<file path="src/tfs_cfg.svh">
// Purpose: constants for the timer-three flag skip decoder
// Assumes: included by bare name
// Notes: definitions only
`ifndef TFS_CFG_SVH
`define TFS_CFG_SVH
// selection bit position inside interrupt control register two
`define TFS_SEL_BIT 0
`define TFS_ICR2_W 4
`define TFS_ICR2_RST 4'h0
`define TFS_PC_W 13
`define TFS_PC_RST 13'h0000
`endif

</file>
<file path="src/tfs_pkg.sv">
// Purpose: types for the timer-three flag skip decoder
// Assumes: nothing
// Notes: operation codes are decoded outside this block
package tfs_pkg;
   typedef enum logic [2:0] {
      TFS_OP_OTHER = 3'h1,
      TFS_OP_SKIP_T3 = 3'h2,
      TFS_OP_SET_REF = 3'h4
   } tfs_op_t;
   typedef enum logic [1:0] {
      TFS_ST_RUN = 2'h1,
      TFS_ST_SKIP = 2'h2
   } tfs_state_t;
endpackage

</file>
<file path="src/tfs_exec.sv">
// Purpose: executes the timer-three flag skip and the set-reference-enable instruction
// Assumes: one instruction per mclk cycle, presented with instr_valid
// Notes: the timer raises its request flag via t3_set; skip suppresses next instruction
`timescale 1ns/100ps
`include "tfs_cfg.svh"

// Operation
// - the test selection bit is bit 0 of interrupt control register two.
// - with selection 0 and flag 1, the skip instruction clears the flag and skips the next one.
// - with selection 0 and flag 0, the skip instruction does not skip.
// - with selection 1, the skip instruction is a no-operation and leaves the flag alone.
// - the set-reference-enable instruction writes 1 into the reference enable flag.
module tfs_exec
   import tfs_pkg::*;
(
   // clock and reset
   input wire logic mclk,
   input wire logic rst,
   // instruction stream
   input wire logic instr_valid,
   input wire tfs_op_t instr_op,
   // interrupt control register two write port
   input wire logic icr2_we,
   input wire logic [`TFS_ICR2_W-1:0] icr2_wdata,
   // timer three request event
   input wire logic t3_set,
   // state
   output logic timer_three_request_flag,
   output logic high_order_ref_enable_flag,
   output logic [`TFS_ICR2_W-1:0] interrupt_control_reg_two,
   output logic [`TFS_PC_W-1:0] pc,
   output logic skip_pending,
   output logic instr_suppressed
);
   logic [`TFS_ICR2_W-1:0] icr2_q;
   logic t3f_q;
   logic ref_q;
   logic [`TFS_PC_W-1:0] pc_q;
   tfs_state_t state_q;
   tfs_state_t state_d;

   // ----------------------------------------
   // decode helpers
   // ----------------------------------------
   // an instruction only acts when it is valid and not the victim of a skip
   function automatic logic op_live(input logic valid, input tfs_state_t st,
                                    input tfs_op_t op, input tfs_op_t want);
      op_live = valid && (st == TFS_ST_RUN) && (op == want);
   endfunction

   // ----------------------------------------
   // decode
   // ----------------------------------------
   wire timer_three_test_select_bit = icr2_q[`TFS_SEL_BIT];
   wire live = instr_valid && (state_q == TFS_ST_RUN);
   wire skip_if_timer_three_flag = op_live(instr_valid, state_q, instr_op, TFS_OP_SKIP_T3);
   wire testing = skip_if_timer_three_flag && !timer_three_test_select_bit;
   wire take_skip = testing && t3f_q;
   wire set_ref = op_live(instr_valid, state_q, instr_op, TFS_OP_SET_REF);
   // live is kept for the checks below, which speak of executing instructions
   wire live_other = live && (instr_op == TFS_OP_OTHER);

   always_comb begin
      case (state_q)
         TFS_ST_RUN: state_d = take_skip ? TFS_ST_SKIP : TFS_ST_RUN;
         TFS_ST_SKIP: state_d = instr_valid ? TFS_ST_RUN : TFS_ST_SKIP;
         default: state_d = TFS_ST_RUN;
      endcase
   end

   // ----------------------------------------
   // registers
   // ----------------------------------------
   always_ff @(posedge mclk or posedge rst) begin
      if (rst) begin
         state_q <= TFS_ST_RUN;
         pc_q <= `TFS_PC_RST;
      end else begin
         state_q <= state_d;
         if (instr_valid) begin
            pc_q <= pc_q + `TFS_PC_W'(1);
         end
      end
   end

   // timer event wins over the clear in the same cycle
   always_ff @(posedge mclk or posedge rst) begin
      if (rst) begin
         t3f_q <= 1'b0;
      end else if (t3_set) begin
         t3f_q <= 1'b1;
      end else if (take_skip) begin
         t3f_q <= 1'b0;
      end
   end

   // a skipped write to the control register is dropped too
   always_ff @(posedge mclk or posedge rst) begin
      if (rst) begin
         icr2_q <= `TFS_ICR2_RST;
         ref_q <= 1'b0;
      end else begin
         if (icr2_we && !(state_q == TFS_ST_SKIP)) begin
            icr2_q <= icr2_wdata;
         end
         if (set_ref) begin
            ref_q <= 1'b1;
         end
      end
   end

   assign timer_three_request_flag = t3f_q;
   assign high_order_ref_enable_flag = ref_q;
   assign interrupt_control_reg_two = icr2_q;
   assign pc = pc_q;
   assign skip_pending = (state_q == TFS_ST_SKIP);
   assign instr_suppressed = instr_valid && (state_q == TFS_ST_SKIP);
endmodule // tfs_exec

</file>
<file path="config.mk">
export PLATFORM = sky130hd
export DESIGN_NAME = tfs_exec
export DESIGN_NICKNAME = d
export VERILOG_FILES = /design/src/tfs_pkg.sv /design/src/tfs_exec.sv
export VERILOG_INCLUDE_DIRS = /design/src /design/src/src
export SDC_FILE = /design/constraint.sdc
export NUM_CORES = 1
export LEC_CHECK = 0
export BUFFER_PORTS_ARGS = -buffer_cell sky130_fd_sc_hd__buf_2
export CAP_MARGIN = 20
export CORE_MARGIN = 2
export CORE_UTILIZATION = 40
export DETAILED_ROUTE_END_ITERATION = 12
export GPL_ROUTABILITY_DRIVEN = 1
export PLACE_DENSITY = 0.71
export SETUP_SLACK_MARGIN = 0.3
export SKIP_LAST_GASP = 1
export SLEW_MARGIN = 20
export SYNTH_ARGS = -nofsm -noshare
export SYNTH_HDL_FRONTEND = slang
export SYNTH_SLANG_ARGS = --single-unit
</file>
<file path="constraint.sdc">
create_clock -name mclk -period 1.9 [get_ports mclk]
set_input_delay 0 -clock mclk [delete_from_list [all_inputs] [get_ports mclk]]
set_output_delay 0 -clock mclk [all_outputs]
set_load 0.05 [all_outputs]
</file>
After elaboration in Yosys (flattened, before gate mapping):

Cells that the tools add are included.

* bits in registers: 21
* latch bits: 0
* RAM bits: 0
* memory bits (read-only): 0
* logic and storage cells: 25
* memories kept: 0

* add/sub/neg operators: 1
* $mul: 0
* div/mod/pow operators: 0
* $lt $le $gt $ge: 0
* eq/ne operators: 4
* shift operators: 0
* muxes and demuxes: 5
* bitwise operators: 0
* reductions and logical operators: 10

Operator list (number)
* 13-bit by 1-bit adder with 13-bit output (second input constant): 1
* 1-bit logical AND: 7
* 2-bit 2-to-1 mux: 2
* 2-bit one-hot mux with 2 select lines: 1
* 3-bit by 2-bit equality test with 1-bit output (second input constant): 1
* 3-bit equality test (second input constant): 1
* 2-bit by 1-bit equality test with 1-bit output (second input constant): 1
* 2-bit equality test (second input constant): 1
* 1-bit logical NOT: 2
* 1-bit 2-to-1 mux: 2
* 2-bit nonzero test: 1

Depth between registers and ports, before layout:

* depth after elaboration: 7
* gate-level depth with buffers: 5
* mapped depth without buffers: 5

Least setup slack after synthesis:

Ideal clock, no wire load.

* path type: reg-to-reg
* from: register state_q[0]
* to: register state_q[0]
* setup time: 0.082 ns
* arrival: 1.690 ns
* data required time: 1.818 ns
* slack: 0.128 ns
* stages on the path, launching flop included: 5
* path buffers: 0
* cell sequence: dfstp_2 inv_1 ha_1 and2_1 a211o_1

* elaborated cells between the ends (all ways): 8
* those cells by class: eq/ne: 2; mux: 2; reduce/logical: 4

RTL lines
* start, declared: RTL line tfs_exec.sv:39 `tfs_state_t state_q;`
* start signal, assigned: RTL line tfs_exec.sv:79 `state_q <= state_d;`
* 2-bit equality test
* named net skip_pending: RTL line tfs_exec.sv:32 `output logic skip_pending,`
* 2-bit one-hot mux with 2 select lines: RTL line tfs_exec.sv:64 `case (state_q)`
* named net state_d[0]: RTL line tfs_exec.sv:40 `tfs_state_t state_d;`

The timed path passes the listed nets, and every way through them passes these cells.
A chain may end at the register's enable or synchronous reset.

Worst setup path in the final report:

* from: register state_q[0]
* to: output instr_suppressed

* longest elaborated chain between the ends: 2

Ends and longest elaborated chain
* 2-bit equality test: RTL line tfs_exec.sv:117 `assign instr_suppressed = instr_valid && (state_q == TFS_ST_SKIP);`
* 1-bit logical AND: RTL line tfs_exec.sv:117
* end, declared: RTL line tfs_exec.sv:33 `output logic instr_suppressed`

No other way between the ends.

==> flow_metrics.tcl <==
set metrics [dict create \
    status "finished clean" \
    finalCritPeriodShare 0.7592 \
    end_kind "primary output" \
    vias 705 \
    avgSynthCellArea_um2 12.58 \
    power.switching_w 0.0007074 \
    grt_first_pass_wirelength_um 2898 \
    hp-class "input port to flop" \
    yosysUniqueCellTypes 23 \
    clkPwrFrac 0.139 \
    grt_pass1_vias 670 \
    drive_above_1_share 0.4286 \
    ys_seq_area_frac 0.5510 \
    total_leakage_power_nw 0.6475 \
    max-cap-violations 0 \
    nets 135 \
    synth_area_leaders "dfrtp_1, xor2_1, mux2_2" \
    gr-total-overflow 0 \
    die_w_um 52.89 \
    viasPerCell 4.796 \
    yosys.area_share.adder 0.03927 \
    cts_setup_buffers 0 \
    synth_area_leader_cell "dfrtp_1" \
    core_area_um2 2233 \
    synth_top_family_by_area "simple AND/OR/NAND/NOR gates" \
    cp_max_fo 4 \
    place_inst 135 \
    relSlewSlack 0.5027 \
    dr.pass1.iters 3 \
    pwr-share-seq 0.449 \
    drv_slew 0 \
    arrival_ns 1.44 \
    cts_buffers 3 \
    clock_path_buffers 2 \
    synth_nets 91 \
    yosys_most_used_dff "dfrtp_1" \
    clk_pin_slew_worst_paths_ns 0.11 \
    syn_area_um2 955.9 \
    gp_congestion 0.6905 \
    drt_iter0_drc 3 \
    fin_crit_ns 1.443 \
    synth_seq_cells 21 \
    worst-setup-path-type "flop to primary output" \
    start_kind "flop" \
    drc_errors 0 \
    rows 17 \
    async_reset_ff_frac 1.000 \
    setup_viol 0 \
    detail-route-antenna-nets 0 \
    synth_enable_flop_cells 0 \
    start_util 0.4280 \
    clkSinkCount 21 \
    final_common_cell "buf_2" \
    final.setup.worst_slack_ns 0.4575 \
    area_growth_syn_to_layout_pct 31.41 \
    nFillCells 198 \
    wire_per_inst_um 12.07 \
    rsz0062_at_grt "no" \
    root_buffer "clkbuf_4" \
    finalHoldViolations 0 \
    syn_inst 76 \
    power_density_nw_per_um2 1221 \
    cts_max_level 1 \
    dp_hpwl_um 1311 \
    finalClockSkew_ns 0.009164 \
    switching_share 0.4614 \
    worst_slew_pin_slew_ns 0.7451 \
    antenna_found_initial 0 \
    fmax_ghz 0.6932 \
    die_h_um 52.89 \
    grt_max_degree 22 \
    yosys_warnings 0 \
    synth_compound_area_frac 0.03141 \
    intPower_w 0.0008258 \
    synthXorXnorAreaFrac 0.1099 \
    port_buffers 32 \
    globalRouteTotalUtil 0.1429 \
    most-common-layout-cells "buf_2, dfrtp_1, xor2_1, dlygate4sd3_1" \
    boundaryPins 33 \
    clk_latency_ns 0.31 \
    required_ns 1.90 \
    synth.top_cell.area_share 0.5236 \
    pwr-share-comb 0.412 \
    dieArea_um2 2797 \
    muxShareOfSynthArea 0.05890 \
    antenna_cells 0 \
    synth_simple_gate_area_frac 0.1819 \
    peakVddDrop_uv 1064 \
    place_ws_ns 0.4454 \
    cts_tree "done" \
    fin_cells 147 \
    setup_tns_ns 0 \
    wl_um 1774 \
]
==> per-layer routing <==
layer | share of wire | vias up | track usage
met3 | 0.068 | 2 | 0.04237
met4 | 0.0079 | 0 | 0.05128
met5 | 0 | - | 0
met1 | 0.46 | 335 | 0.1843
met2 | 0.46 | 24 | 0.2271
li1 | - | 344 | -
==> through the flow <==
stage                 util  area [µm²]  hold slack, ns  power, W
floorplan                -       964.7        -0.02428  0.001174
global placement    0.5143        1149          0.1731  0.001306
detailed placement  0.5143        1149          0.1734  0.001326
CTS                 0.5625        1256         0.02250  0.001549
global route        0.5625        1256         0.04356  0.001616
finish              0.5625        1256         0.02611  0.001533
==> flip-flops by register name, indices dropped and copies added (netlist names) <==
name	cells
state_q	2
high_order_ref_enable_flag	1
pc	13
interrupt_control_reg_two	4
timer_three_request_flag	1
==> cell usage after synthesis (all sizes together) (3+ instances only) <==
library cell / count
xor2: 9
mux2: 5
nor3: 4
nand2: 5
inv: 4
nand4: 7
xnor2: 3
ha: 3
nor2: 5
dfrtp: 20
==> cells by family after synthesis <==
kind of cell / count (synthesis)
adder cells (fa/ha/maj): 3
AND/OR/NAND/NOR: 26
AO/OA/AOI/OAI: 4
multiplexers: 5
XOR/XNOR: 12
flip-flops: 21
buffers and inverters: 5
==> critical path, stage by stage (launching register included) <==
cell	delay [ns]
dfstp_2	0.55
inv_1	0.04
ha_2	0.20
and2_4	0.16
buf_2	0.20
==> cell type report <==
type,instances,area [µm²],area share
Clock buffer,3,22.52,0.01793
Clock inverter,1,5.005,0.003984
Inverter,4,15.01,0.01195
Multi-Input combinational cell,50,410.4,0.3267
Sequential cell,21,528.0,0.4203
Tap cell,28,35.03,0.02789
Timing Repair Buffer,40,240.2,0.1912
==> power groups by stage <==
stage / registers (W) / logic, W / clock network (W)
floorplan: 0.000981 / 0.000193 / 0
CTS: 0.000690 / 0.000640 / 0.000219
global route: 0.000706 / 0.000671 / 0.000239
detailed placement: 0.000699 / 0.000627 / 0
finish: 0.000688 / 0.000632 / 0.000214
global placement: 0.000692 / 0.000615 / 0
==> what timing repair did <==
| item | CTS | global route |
|---|---|---|
| hold buffers | 8 | 0 |
| hold endpoints to repair | 27 | 0 |
| resized for setup | 0 | 0 |
==> final timing paths <==
path | startpoint | end | slack, ns | depth (start not counted)
max in group asynchronous | rst | pc[0]$_DFFE_PP0P_ | 1.02 | 3
min reg2reg | pc[12]$_DFFE_PP0P_ | pc[12]$_DFFE_PP0P_ | 0.47 | 1
min | instr_valid | pc[0]$_DFFE_PP0P_ | 0.03 | 2
min in group asynchronous | rst | pc[10]$_DFFE_PP0P_ | 0.35 | 3
max | state_q[0]$_DFF_PP1_ | instr_suppressed | 0.46 | 4
max reg2reg | state_q[0]$_DFF_PP1_ | interrupt_control_reg_two[3]$_DFFE_PP0P_ | 0.46 | 4
Power figures use the tool's default switching activity.
